File: src/core/bwis_pkg.sv
package bwis_pkg;
  // Channel organisation: two groups of eight
  localparam int CH_PER_GROUP = 8;
  localparam int N_GROUPS     = 2;
  localparam int N_CH         = CH_PER_GROUP * N_GROUPS;

  // Clock rate and timing figures
  localparam int CLK_MHZ      = 200;
  localparam int SW_DELAY_NS  = 1000;   // Optical switch delay, plain default
  localparam int CHARGE_US    = 3000;   // Input capacitor charge time
  localparam int PULSE_US     = 57;     // Receiver pulse after reconnection

  // Least times round up, longest times round down
  localparam int SW_DELAY_CYC = (SW_DELAY_NS * CLK_MHZ + 999) / 1000;
  localparam int CHARGE_CYC   = CHARGE_US * CLK_MHZ;
  localparam int PULSE_CYC    = PULSE_US * CLK_MHZ;

  // Pin synchroniser depth and reset levels
  localparam int SYNC_STAGES  = 3;
  localparam logic BRK_RST    = 1'b1;   // Control idles high: ground connected
  localparam logic SEL_RST    = 1'b1;   // Host select idles high
  localparam logic SCLK_RST   = 1'b0;
  localparam logic GND_RST    = 1'b1;

  // Ground switch states, Gray coded around the loop
  typedef enum logic [1:0] {
    ST_CONN    = 2'b00,
    ST_OPENING = 2'b01,
    ST_OPEN    = 2'b11,
    ST_CLOSING = 2'b10
  } bwis_gnd_t;
endpackage

File: src/core/bwis_sr_if.sv
`timescale 1ns/1ps
`default_nettype none
interface bwis_sr_if #(parameter int W = 8);
  logic         load;
  logic         shift;
  logic         ser_in;
  logic [W-1:0] par;
  logic         ser_out;

  modport dev (input load, input shift, input ser_in, input par, output ser_out);
  modport ctl (output load, output shift, output ser_in, output par, input ser_out);
endinterface
`default_nettype wire

File: src/core/bwis_piso.sv
`timescale 1ns/1ps
`default_nettype none
module bwis_piso #(
  parameter int W = 8
) (
  input  wire logic i_mclk,
  input  wire logic i_arst_n,
  bwis_sr_if.dev    sr
);
  logic [W-1:0] stage_q;
  logic [W-1:0] stage_d;

  if (W < 2) begin : g_chk
    $error("bwis_piso needs at least two stages");
  end

  // Load wins over shift so a held select keeps stages fresh
  always_comb begin
    stage_d = stage_q;
    if (sr.load) begin
      stage_d = sr.par;
    end else if (sr.shift) begin
      stage_d = {stage_q[W-2:0], sr.ser_in};
    end
  end

  // Stage register
  always_ff @(posedge i_mclk or negedge i_arst_n) begin
    if (!i_arst_n) begin
      stage_q <= '0;
    end else begin
      stage_q <= stage_d;
    end
  end

  assign sr.ser_out = stage_q[W-1];   // Stage H is the last one

  property p_load;
    @(posedge i_mclk) disable iff (!i_arst_n)
    sr.load |=> stage_q == $past(sr.par);
  endproperty
  a_load: assert property (p_load) else $error("parallel load not taken");

  property p_hold;
    @(posedge i_mclk) disable iff (!i_arst_n)
    (!sr.load && !sr.shift) |=> $stable(stage_q);
  endproperty
  a_hold: assert property (p_hold) else $error("frozen stages changed");

  property p_shift;
    @(posedge i_mclk) disable iff (!i_arst_n)
    (!sr.load && sr.shift) |=> stage_q == {$past(stage_q[W-2:0]), $past(sr.ser_in)};
  endproperty
  a_shift: assert property (p_shift) else $error("shift step wrong");
endmodule
`default_nettype wire

File: src/core/bwis_top.sv
//
// Overview of operation
// - Ground stays connected unless control opens it
// - Control low disconnects ground, high connects
// - After reconnection a one means wire intact
// - Broken wire keeps channel output at zero
// - Field high: output follows switch delay
// - Field low: reconnection gives one pulse
// - Two groups of eight feed registers
// - Host select inverted gives shift/load select
// - Select high: registers load channel states
// - Select low: registers freeze their inputs
// - First chains into second; second drives MISO
// - Stream: second group first, then first
// - Shift on each host clock rise with select low; load only select high
//
`timescale 1ns/1ps
`default_nettype none
module bwis_top #(
  parameter int CHARGE_CYC = bwis_pkg::CHARGE_CYC,
  parameter int PULSE_CYC  = bwis_pkg::PULSE_CYC
) (
  input  wire logic                     i_mclk,
  input  wire logic                     i_arst_n,
  input  wire logic                     i_ground_break_line,
  input  wire logic [bwis_pkg::N_CH-1:0] i_wire_intact,
  input  wire logic [bwis_pkg::N_CH-1:0] i_field_level,
  input  wire logic                     i_host_select,
  input  wire logic                     i_host_sclk,
  output logic                          o_host_miso,
  output logic                          o_ground_connected,
  output logic                          o_shift_load_select,
  output logic [bwis_pkg::N_CH-1:0]     o_channel_out
);
  localparam int N  = bwis_pkg::N_CH;
  localparam int CW = bwis_pkg::CH_PER_GROUP;
  localparam int NG = bwis_pkg::N_GROUPS;
  localparam int SW = 2 * N + 3;                   // Synchronised pin count
  localparam int DW = $clog2(bwis_pkg::SW_DELAY_CYC + 1);
  localparam int KW = $clog2(CHARGE_CYC + 1);
  localparam int PW = $clog2(PULSE_CYC + 1);
  localparam logic [DW-1:0] DLY_LAST = DW'(bwis_pkg::SW_DELAY_CYC - 1);
  localparam logic [KW-1:0] CHG_FULL = KW'(CHARGE_CYC);
  localparam logic [PW-1:0] PLS_LEN  = PW'(PULSE_CYC);
  localparam logic [SW-1:0] SYNC_RST = {bwis_pkg::BRK_RST, bwis_pkg::SEL_RST,
                                        bwis_pkg::SCLK_RST, {(2*N){1'b0}}};

  if (CHARGE_CYC < 1 || PULSE_CYC < 1 || NG != 2) begin : g_chk
    $error("bwis_top parameters out of range");
  end

  // Three-stage pin synchroniser with agreement filter
  logic [SW-1:0] s1_q, s2_q, s3_q, agr_q, agr_d;
  logic [SW-1:0] pins;
  assign pins = {i_ground_break_line, i_host_select, i_host_sclk, i_wire_intact, i_field_level};

  // A bit changes only once stages two and three agree
  always_comb begin
    for (int i = 0; i < SW; i++) begin
      agr_d[i] = (s2_q[i] == s3_q[i]) ? s3_q[i] : agr_q[i];
    end
  end

  always_ff @(posedge i_mclk or negedge i_arst_n) begin
    if (!i_arst_n) begin
      s1_q  <= SYNC_RST;
      s2_q  <= SYNC_RST;
      s3_q  <= SYNC_RST;
      agr_q <= SYNC_RST;
    end else begin
      s1_q  <= pins;
      s2_q  <= s1_q;
      s3_q  <= s2_q;
      agr_q <= agr_d;
    end
  end

  logic         brk_a, sel_a, sclk_a;
  logic [N-1:0] intact_a, field_a;
  assign brk_a    = agr_q[SW-1];
  assign sel_a    = agr_q[SW-2];
  assign sclk_a   = agr_q[SW-3];
  assign intact_a = agr_q[2*N-1:N];
  assign field_a  = agr_q[N-1:0];

  // Ground switch: each move takes one switch delay
  bwis_pkg::bwis_gnd_t st_q, st_d;
  logic [DW-1:0]       dly_q, dly_d;
  logic                gnd_q, gnd_d, gnd_prev_q;

  always_comb begin
    st_d  = st_q;
    dly_d = '0;
    case (st_q)
      bwis_pkg::ST_CONN: begin
        if (!brk_a) begin
          st_d = bwis_pkg::ST_OPENING;
        end
      end
      bwis_pkg::ST_OPENING: begin
        dly_d = dly_q + DW'(1);
        if (brk_a) begin
          st_d = bwis_pkg::ST_CONN;
        end else if (dly_q == DLY_LAST) begin
          st_d = bwis_pkg::ST_OPEN;
        end
      end
      bwis_pkg::ST_OPEN: begin
        if (brk_a) begin
          st_d = bwis_pkg::ST_CLOSING;
        end
      end
      bwis_pkg::ST_CLOSING: begin
        dly_d = dly_q + DW'(1);
        if (!brk_a) begin
          st_d = bwis_pkg::ST_OPEN;
        end else if (dly_q == DLY_LAST) begin
          st_d = bwis_pkg::ST_CONN;
        end
      end
      default: begin
        st_d = bwis_pkg::ST_CONN;
      end
    endcase
    gnd_d = (st_d == bwis_pkg::ST_CONN) || (st_d == bwis_pkg::ST_OPENING);
  end

  always_ff @(posedge i_mclk or negedge i_arst_n) begin
    if (!i_arst_n) begin
      st_q       <= bwis_pkg::ST_CONN;
      dly_q      <= '0;
      gnd_q      <= bwis_pkg::GND_RST;
      gnd_prev_q <= bwis_pkg::GND_RST;
    end else begin
      st_q       <= st_d;
      dly_q      <= dly_d;
      gnd_q      <= gnd_d;
      gnd_prev_q <= gnd_q;
    end
  end

  logic reconnect;
  assign reconnect = gnd_q && !gnd_prev_q;

  // Per-channel receiver model: capacitor charge and release pulse
  logic [N-1:0] chan_q;
  for (genvar k = 0; k < N; k++) begin : g_ch
    logic [KW-1:0] cap_q, cap_d;
    logic [PW-1:0] pls_q, pls_d;
    logic          chn_q, chn_d;

    always_comb begin
      cap_d = cap_q;
      pls_d = pls_q;
      if (!gnd_q) begin
        if (intact_a[k] && cap_q != CHG_FULL) begin
          cap_d = cap_q + KW'(1);
        end
        pls_d = '0;
      end else begin
        cap_d = '0;
        if (reconnect && cap_q == CHG_FULL && !field_a[k]) begin
          pls_d = PLS_LEN;
        end else if (pls_q != '0) begin
          pls_d = pls_q - PW'(1);
        end
      end
      chn_d = intact_a[k] && gnd_q && (field_a[k] || pls_q != '0);
    end

    always_ff @(posedge i_mclk or negedge i_arst_n) begin
      if (!i_arst_n) begin
        cap_q     <= '0;
        pls_q     <= '0;
        chn_q     <= 1'b0;
      end else begin
        cap_q     <= cap_d;
        pls_q     <= pls_d;
        chn_q     <= chn_d;
      end
    end

    // One flop per channel, so no vector has two process drivers
    assign chan_q[k] = chn_q;

    property p_broken;
      @(posedge i_mclk) disable iff (!i_arst_n)
      !intact_a[k] |=> !chan_q[k];
    endproperty
    a_broken: assert property (p_broken) else $error("broken wire output high");

    property p_high;
      @(posedge i_mclk) disable iff (!i_arst_n)
      (gnd_q && intact_a[k] && field_a[k]) |=> chan_q[k];
    endproperty
    a_high: assert property (p_high) else $error("high input not passed");

    property p_pulse;
      @(posedge i_mclk) disable iff (!i_arst_n)
      (reconnect && cap_q == CHG_FULL && !field_a[k] && intact_a[k]) |=> ##1 chan_q[k];
    endproperty
    a_pulse: assert property (p_pulse) else $error("missing reconnect pulse");
  end

  // Readout chain: select inverted into shift/load select
  logic sls_q, sclk_prev_q, miso_q;
  logic sclk_rise;
  assign sclk_rise = sclk_a && !sclk_prev_q;

  bwis_sr_if #(.W(CW)) sr_if [NG] ();

  for (genvar g = 0; g < NG; g++) begin : g_sr
    for (genvar b = 0; b < CW; b++) begin : g_bit
      assign sr_if[g].par[CW-1-b] = chan_q[g*CW+b];
    end
    assign sr_if[g].load  = sel_a;
    assign sr_if[g].shift = !sel_a && sclk_rise;
    if (g == 0) begin : g_head
      assign sr_if[g].ser_in = 1'b0;
    end else begin : g_link
      assign sr_if[g].ser_in = sr_if[g-1].ser_out;
    end
    bwis_piso #(.W(CW)) u_sr (
      .i_mclk   (i_mclk),
      .i_arst_n (i_arst_n),
      .sr       (sr_if[g])
    );
  end

  // Output flops; MISO lags the last stage by one cycle
  always_ff @(posedge i_mclk or negedge i_arst_n) begin
    if (!i_arst_n) begin
      sls_q       <= !bwis_pkg::SEL_RST;
      sclk_prev_q <= bwis_pkg::SCLK_RST;
      miso_q      <= 1'b0;
    end else begin
      sls_q       <= !sel_a;
      sclk_prev_q <= sclk_a;
      miso_q      <= sr_if[NG-1].ser_out;
    end
  end

  assign o_host_miso         = miso_q;
  assign o_ground_connected  = gnd_q;
  assign o_shift_load_select = sls_q;
  assign o_channel_out       = chan_q;

  property p_inv;
    @(posedge i_mclk) disable iff (!i_arst_n)
    ##1 sls_q == !$past(sel_a);
  endproperty
  a_inv: assert property (p_inv) else $error("select not inverted");

  property p_miso;
    @(posedge i_mclk) disable iff (!i_arst_n)
    ##1 miso_q == $past(sr_if[NG-1].ser_out);
  endproperty
  a_miso: assert property (p_miso) else $error("MISO not from second register");

  property p_open_delay;
    @(posedge i_mclk) disable iff (!i_arst_n)
    $fell(gnd_q) |-> $past(dly_q) == DLY_LAST && !$past(brk_a);
  endproperty
  a_open_delay: assert property (p_open_delay) else $error("opened early");

  property p_stay;
    @(posedge i_mclk) disable iff (!i_arst_n)
    (gnd_q && brk_a) |=> gnd_q;
  endproperty
  a_stay: assert property (p_stay) else $error("ground left without request");
endmodule
`default_nettype wire

File: config.mk
export PLATFORM = sky130hd
export DESIGN_NAME = bwis_top
export DESIGN_NICKNAME = d
export VERILOG_FILES = /design/src/core/bwis_pkg.sv /design/src/core/bwis_sr_if.sv /design/src/core/bwis_piso.sv /design/src/core/bwis_top.sv
export SDC_FILE = /design/constraint.sdc
export NUM_CORES = 1
export LEC_CHECK = 0
export ABC_AREA = 1
export BUFFER_PORTS_ARGS = -buffer_cell sky130_fd_sc_hd__buf_2
export CAP_MARGIN = 0
export CORE_MARGIN = 2
export CORE_UTILIZATION = 60
export CTS_BUF_LIST = sky130_fd_sc_hd__clkbuf_8
export CTS_CLUSTER_DIAMETER = 60
export DETAILED_ROUTE_END_ITERATION = 6
export PLACE_DENSITY = 0.87
export SLEW_MARGIN = 10
export SYNTH_ARGS = -nofsm -noshare
export SYNTH_HDL_FRONTEND = slang
export SYNTH_HIERARCHICAL = 1
export SYNTH_SLANG_ARGS = --single-unit
File: constraint.sdc
create_clock -name i_mclk -period 2.1 [get_ports i_mclk]
set_clock_uncertainty 0.15 [all_clocks]
set_input_delay 0.105 -clock i_mclk [delete_from_list [all_inputs] [get_ports i_mclk]]
set_output_delay 0.105 -clock i_mclk [all_outputs]
set_load 0.02 [all_outputs]
==> reports/metrics.csv, run 1 <==
metric,value,unit
top_level_ports,56,
r2r_setup_slack,90,ps
cts_root_buf,clkbuf_8,
powerDensity,1120,nW/um^2
end_kind,primary output,
final_area,47600,sq um
syn_area_per_cell,7.22,sq um
place.gp.congestion,0.940,
synth_nets,5813,
synth_edf_count,0,
hold_depth,0,
cts_tree,yes,
vias,38200,
start_kind,flip-flop,
hpwl,67700,um
syn2layout_area_growth,15.2,%
syn_area,41300,sq um
p_leak,23.2,nW
ys_seq_area_frac,0.443,
critPathKind,flip-flop to primary output,
maxCapViolations,0,
viasPerCell,5.44,
fill_cells,5239,
timing.rr.end,g_ch[6].chn_q,
required,1850,ps
final_cell_mix,"1896 x nand2_1, 1045 x nor2_1, 718 x dfrtp_1",
cts_buffers,119,
finalSetupViolations,0,
synth_seq_cells,731,
worstMarginPinSlew,658,ps
initial_core_util,0.604,
synthArstFlopShare,1.00,
synthFlopType,dfrtp_1,
clk_latency,760,ps
drc_errors,0,
firstDrtPassIters,6,
reg2reg_from,g_ch[6].pls_q[0],
dieArea,71000,sq um
max-vdd-ir-drop,914,uV
cts_buffer_depth,3,
maxSlewHeadroom,0.561,
port-buffer-count,55,
crit_path_max_fanout,5,
fmax,486,MHz
grtUsageTotal,0.283,
wire_per_inst,14.3,um
fin_util,0.696,
num_rows,96,
die_w,266,um
clkTransAtPathRegs,60,ps
routed_wl,100000,um
clock-sinks,731,
antenna_found_initial,5,
hold_viol,0,
dp_cells,6709,
finalNetCount,6120,
maxSlewViolCount,0,
grt_pass1_vias,36900,
placement.cell_area,43600,sq um
htreeDepth,3,
min_path_type,flip-flop to flip-flop,
period_share,0.979,
cp.arrival,1800,ps
final_common_cell,nand2_1,
grt_overflow,0,
fp.dieH,266,um
syn_inst,5723,
finalNonFillerCells,7017,
netlist-cell-type-count,48,
period_needed,2060,ps
ff2ff_path_depth,7,
drt_iter0_drc,3563,
drtAntennaViolNets,0,
rsz0062_at_grt,true,
hold_ws,194,ps
status,"finished, final reports clean",
whs_endpoint,s2_q[21],
ys.warnings.count,6,
coreArea,68300,sq um
grt_pass1_wl,169000,um
drive_gt1_frac,0.102,
grt_max_degree,76,
hp-start,s1_q[21],
[layout make-up]
type / instances / area [sq um] / area share
repair buffers: 311 / 2820 / 0.0592
clock buffers: 163 / 2240 / 0.0472
well taps: 882 / 1100 / 0.0232
clock inverters: 61 / 574 / 0.0121
inverters: 479 / 1820 / 0.0383
multi-input cells: 4388 / 20700 / 0.435
flip-flops and latches: 731 / 18300 / 0.385
diodes: 2 / 5.00 / 0.000105
[cell usage after synthesis (all sizes together) (4+ instances only)]
cell / instances / area, sq um
nand2: 1920 / 7240
nor2: 1120 / 4450
dfrtp: 721 / 18000
inv: 478 / 1790
nand3: 430 / 2210
xor2: 197 / 1730
nand4: 177 / 1110
a21oi: 124 / 624
buf: 116 / 734
o21ai: 116 / 596
nor3: 79 / 425
ha: 53 / 663
maj3: 35 / 350
xnor2: 30 / 263
nand3b: 29 / 218
or2: 20 / 125
o211ai: 17 / 133
o21bai: 16 / 120
clkbuf: 11 / 41.3
nor3b: 11 / 82.6
dfstp: 10 / 263
a21o: 4 / 30.0
[stage by stage]
stage / TNS [ps] / power [mW] / setup slack [ps]
6_report: 0 / 53.2 / 43.1
5_1_grt: -68.7 / 57.0 / -33.3
4_1_cts: -7.24 / 52.8 / -7.24
3_5_place_dp: -603 / 37.9 / -61.2
3_3_place_gp: 0 / 37.1 / 21.0
2_1_floorplan: 0 / 32.5 / 271
[routing by layer]
metal | vias to the layer above | wire length, um | track usage
met5 | - | 9 | 0
met4 | 2 | 2800 | 0.0972
met3 | 251 | 6260 | 0.0450
met2 | 1263 | 48500 | 0.481
met1 | 17900 | 42600 | 0.368
li1 | 18700 | - | -
[worst max-delay path: stages (launching register included)]
cell and delay [ps]:
dfstp_4 670, buf_12 150, buf_16 120, buf_8 110
[worst max-delay path by stage]
| stage | start | endpoint | slack [ps] | cells after the start |
|---|---|---|---|---|
| after floorplan | o_ground_connected | g_ch[2].pls_q[12] | 270 | 9 |
| after global placement | g_ch[7].cap_q[0] | g_ch[7].cap_q[14] | 20 | 9 |
| after detailed placement | g_ch[9].cap_q[1] | g_ch[9].cap_q[0] | -60 | 8 |
| after CTS | o_ground_connected | o_ground_connected | -7 | 3 |
| after global routing | o_ground_connected | o_ground_connected | -30 | 3 |
| final | o_ground_connected | o_ground_connected | 40 | 3 |
[registers in the layout, indices dropped and copies added, names as in the netlist, 2 cells and up]
| signal | flops |
|---|---|
| g_ch.pls_q | 224 |
| s2_q | 35 |
| s1_q | 35 |
| g_sr.u_sr/stage_q | 16 |
| dly_q | 8 |
| g_ch.chn_q | 16 |
| agr_q | 35 |
| st_q | 2 |
| g_ch.cap_q | 320 |
| s3_q | 35 |
[timing repair]
item,4_1_cts,5_1_grt
buffers inserted,3,2
hold buffers,73,0
pin swaps,0,5
gates resized for setup,13,81
endpoints found under the setup margin,64,306
cloned,2,2
hold endpoints to repair,766,0
[power breakdown]
group	switching (mW)	leakage, nW	total [mW]	internal [mW]
sequential	2.15	9.66	18.6	16.4
clock	6.01	1.52	14.2	8.17
combinational	13.2	12.1	20.4	7.29
total	21.3	23.2	53.2	31.9
[cells by family (layout without fill, tap and decap cells)]
family,count (synthesis),in the layout,share of synthesized area
xor gates and xnor gates,227,227,0.0481
buffers and inverters,606,1014,0.0623
AOI/OAI and AO/OA,281,281,0.0371
other,1,3,0.0000908
and+or+nand+nor,3789,3791,0.385
adders and majority gates,88,88,0.0245
DFF,731,731,0.443
No activity file was read; power rests on OpenSTA's default activity.
==> run 2, diff against run 1 <==
SYNTH_HIERARCHICAL = not set   (was 1)
==> reports/metrics.csv, run 2 <==
metric,value,unit
grtUsageTotal,0.278,
max-vdd-ir-drop,999,uV
routed_wl,100000,um
hold_viol,0,
required,1850,ps
wire_per_inst,14.5,um
drc_errors,0,
grt_max_degree,91,
synth_top_area_frac,0.436,
fin_setup_tns,0,ps
syn_area_per_cell,7.33,sq um
clk_latency,760,ps
syn2layout_area_growth,14.0,%
fmax,491,MHz
coreArea,68500,sq um
r2r_setup_slack,90,ps
min_path_type,flip-flop to flip-flop,
drive_gt1_frac,0.0998,
drt_iter0_drc,3197,
port-buffer-count,55,
firstDrtPassIters,7,
yosysMostFrequentCell,nand2_1,
period_share,0.969,
synthFlopType,dfrtp_1,
dieArea,71000,sq um
status,"finished, final reports clean",
finalNetCount,6011,
cts_buffers,116,
cp.arrival,1780,ps
powerDensity,1100,nW/um^2
hp-start,s1_q[18],
ys.warnings.count,0,
worstMarginPinSlew,1080,ps
final_cell_mix,"1838 x nand2_1, 1046 x nor2_1, 721 x dfrtp_1",
reg_top3,"g_ch.cap_q x320, g_ch.pls_q x224",
cts_root_buf,clkbuf_8,
viasPerCell,5.49,
fp.dieH,267,um
syn_area,41400,sq um
cts_buffer_depth,3,
maxSlewViolCount,0,
synth_common_cells,"1850 x nand2_1, 1067 x nor2_1, 721 x dfrtp_1, 458 x inv_1, 409 x nand3_1",
htreeDepth,3,
placement.cell_area,43200,sq um
largest_reg_flops,320,
hpwl,65900,um
maxSlewHeadroom,0.274,
drtAntennaViolNets,0,
hold_depth,0,
antenna_found_initial,2,
period_needed,2040,ps
clock-sinks,731,
p_leak,23.2,nW
fill_cells,5105,
end_kind,primary output,
finalSetupViolations,0,
vias,37800,
ys_seq_area_frac,0.443,
crit_path_max_fanout,13,
syn_inst,5646,
reg2reg_from,o_ground_connected,
whs_endpoint,s2_q[18],
initial_core_util,0.604,
start_kind,flip-flop,
synth_seq_cells,731,
rsz0062_at_grt,true,
place.gp.congestion,0.929,
die_w,267,um
ys_top_cells_by_area,"dfrtp_1 44%, nand2_1 17%, nor2_1 9.7%",
synth_top_area_cell,dfrtp_1,
regMostFlops,g_ch.cap_q,
num_rows,96,
grt_pass1_vias,36000,
final_common_cell,nand2_1,
synthArstFlopShare,1.00,
ff2ff_path_depth,7,
timing.rr.end,g_ch[14].pls_q[13],
final_area,47100,sq um
synth_nets,5736,
critPathKind,flip-flop to primary output,
grt_pass1_wl,167000,um
cts_tree,yes,
clkTransAtPathRegs,60,ps
netlist-cell-type-count,46,
synth_edf_count,0,
maxCapViolations,0,
grt_overflow,0,
top_level_ports,56,
[run 2: cell count changes after synthesis, sizes merged, moves of 13 or more]
cell	change
nor2	+23
a21oi	-20
o21ai	-13
xor2	+38
nand2	-55
buf	-15
inv	-15
[run 2: kinds of logic after synthesis]
group                      synth area share
AOI/OAI and AO/OA                    0.0332
xor gates and xnor gates             0.0538
adders and majority gates            0.0245
buffers and inverters                0.0603
DFF                                   0.443
and+or+nand+nor                       0.386
[run 2: cell type report]
type,count,area (sq um),share of cell area
clock buffers,141,1940,0.0412
repair buffers,268,2500,0.0531
diodes,1,2.50,0.0000531
clock inverters,69,686,0.0145
inverters,464,1760,0.0373
multi-input cells,4340,20800,0.442
well taps,882,1100,0.0234
flip-flops and latches,731,18300,0.388
[run 2: worst max path at each step]
stage                              end                from  slack (ps)
detailed placement  g_ch[12].cap_q[19]   g_ch[12].cap_q[0]           6
floorplan            g_ch[15].pls_q[5]  o_ground_connected         260
finish              o_ground_connected  o_ground_connected          60
CTS                  g_ch[12].cap_q[6]  o_ground_connected           3
global placement     g_ch[2].pls_q[13]  o_ground_connected         130
global route         g_ch[2].cap_q[14]    g_ch[2].cap_q[0]         -30
[run 2: timing repair]
item	in CTS	in global routing
pin swaps	0	19
buffers inserted	2	16
endpoints found under the setup margin	2	308
hold endpoints to repair	766	0
resized for setup	8	73
cloned	0	11
hold buffers	73	0
[run 2: per-layer routing]
metal	up-vias	GRT usage	routed length, um
met3	315	0.0440	5900
met4	2	0.0984	3540
li1	18400	-	-
met5	-	0	8
met2	1274	0.476	48800
met1	17800	0.359	42000
[run 2: power breakdown]
| group | switching (mW) | leakage, nW | internal, mW |
|---|---|---|---|
| Clock | 5.98 | 1.44 | 7.72 |
| Combinational | 12.8 | 12.0 | 6.82 |
| Sequential | 2.17 | 9.67 | 16.3 |
| Total | 20.9 | 23.2 | 30.9 |
[run 2: critical path, cell delays in order, from the launching register on]
cell     delay, ps
dfstp_4        660
buf_8          110
buf_12         130
buf_6          120
[run 2: per-stage QoR]
stage | total power [mW] | setup WS [ps] | hold slack [ps] | utilization | cells
3_5_place_dp | 36.8 | 6.13 | -164 | 0.632 | 6583
5_1_grt | 55.2 | -32.1 | 207 | 0.689 | 6896
6_report | 51.8 | 64.6 | 193 | 0.689 | 6896
3_3_place_gp | 36.0 | 130 | -159 | 0.632 | 6583
2_1_floorplan | 31.7 | 261 | -341 | - | 5646
4_1_cts | 50.9 | 2.58 | 187 | 0.681 | 6868
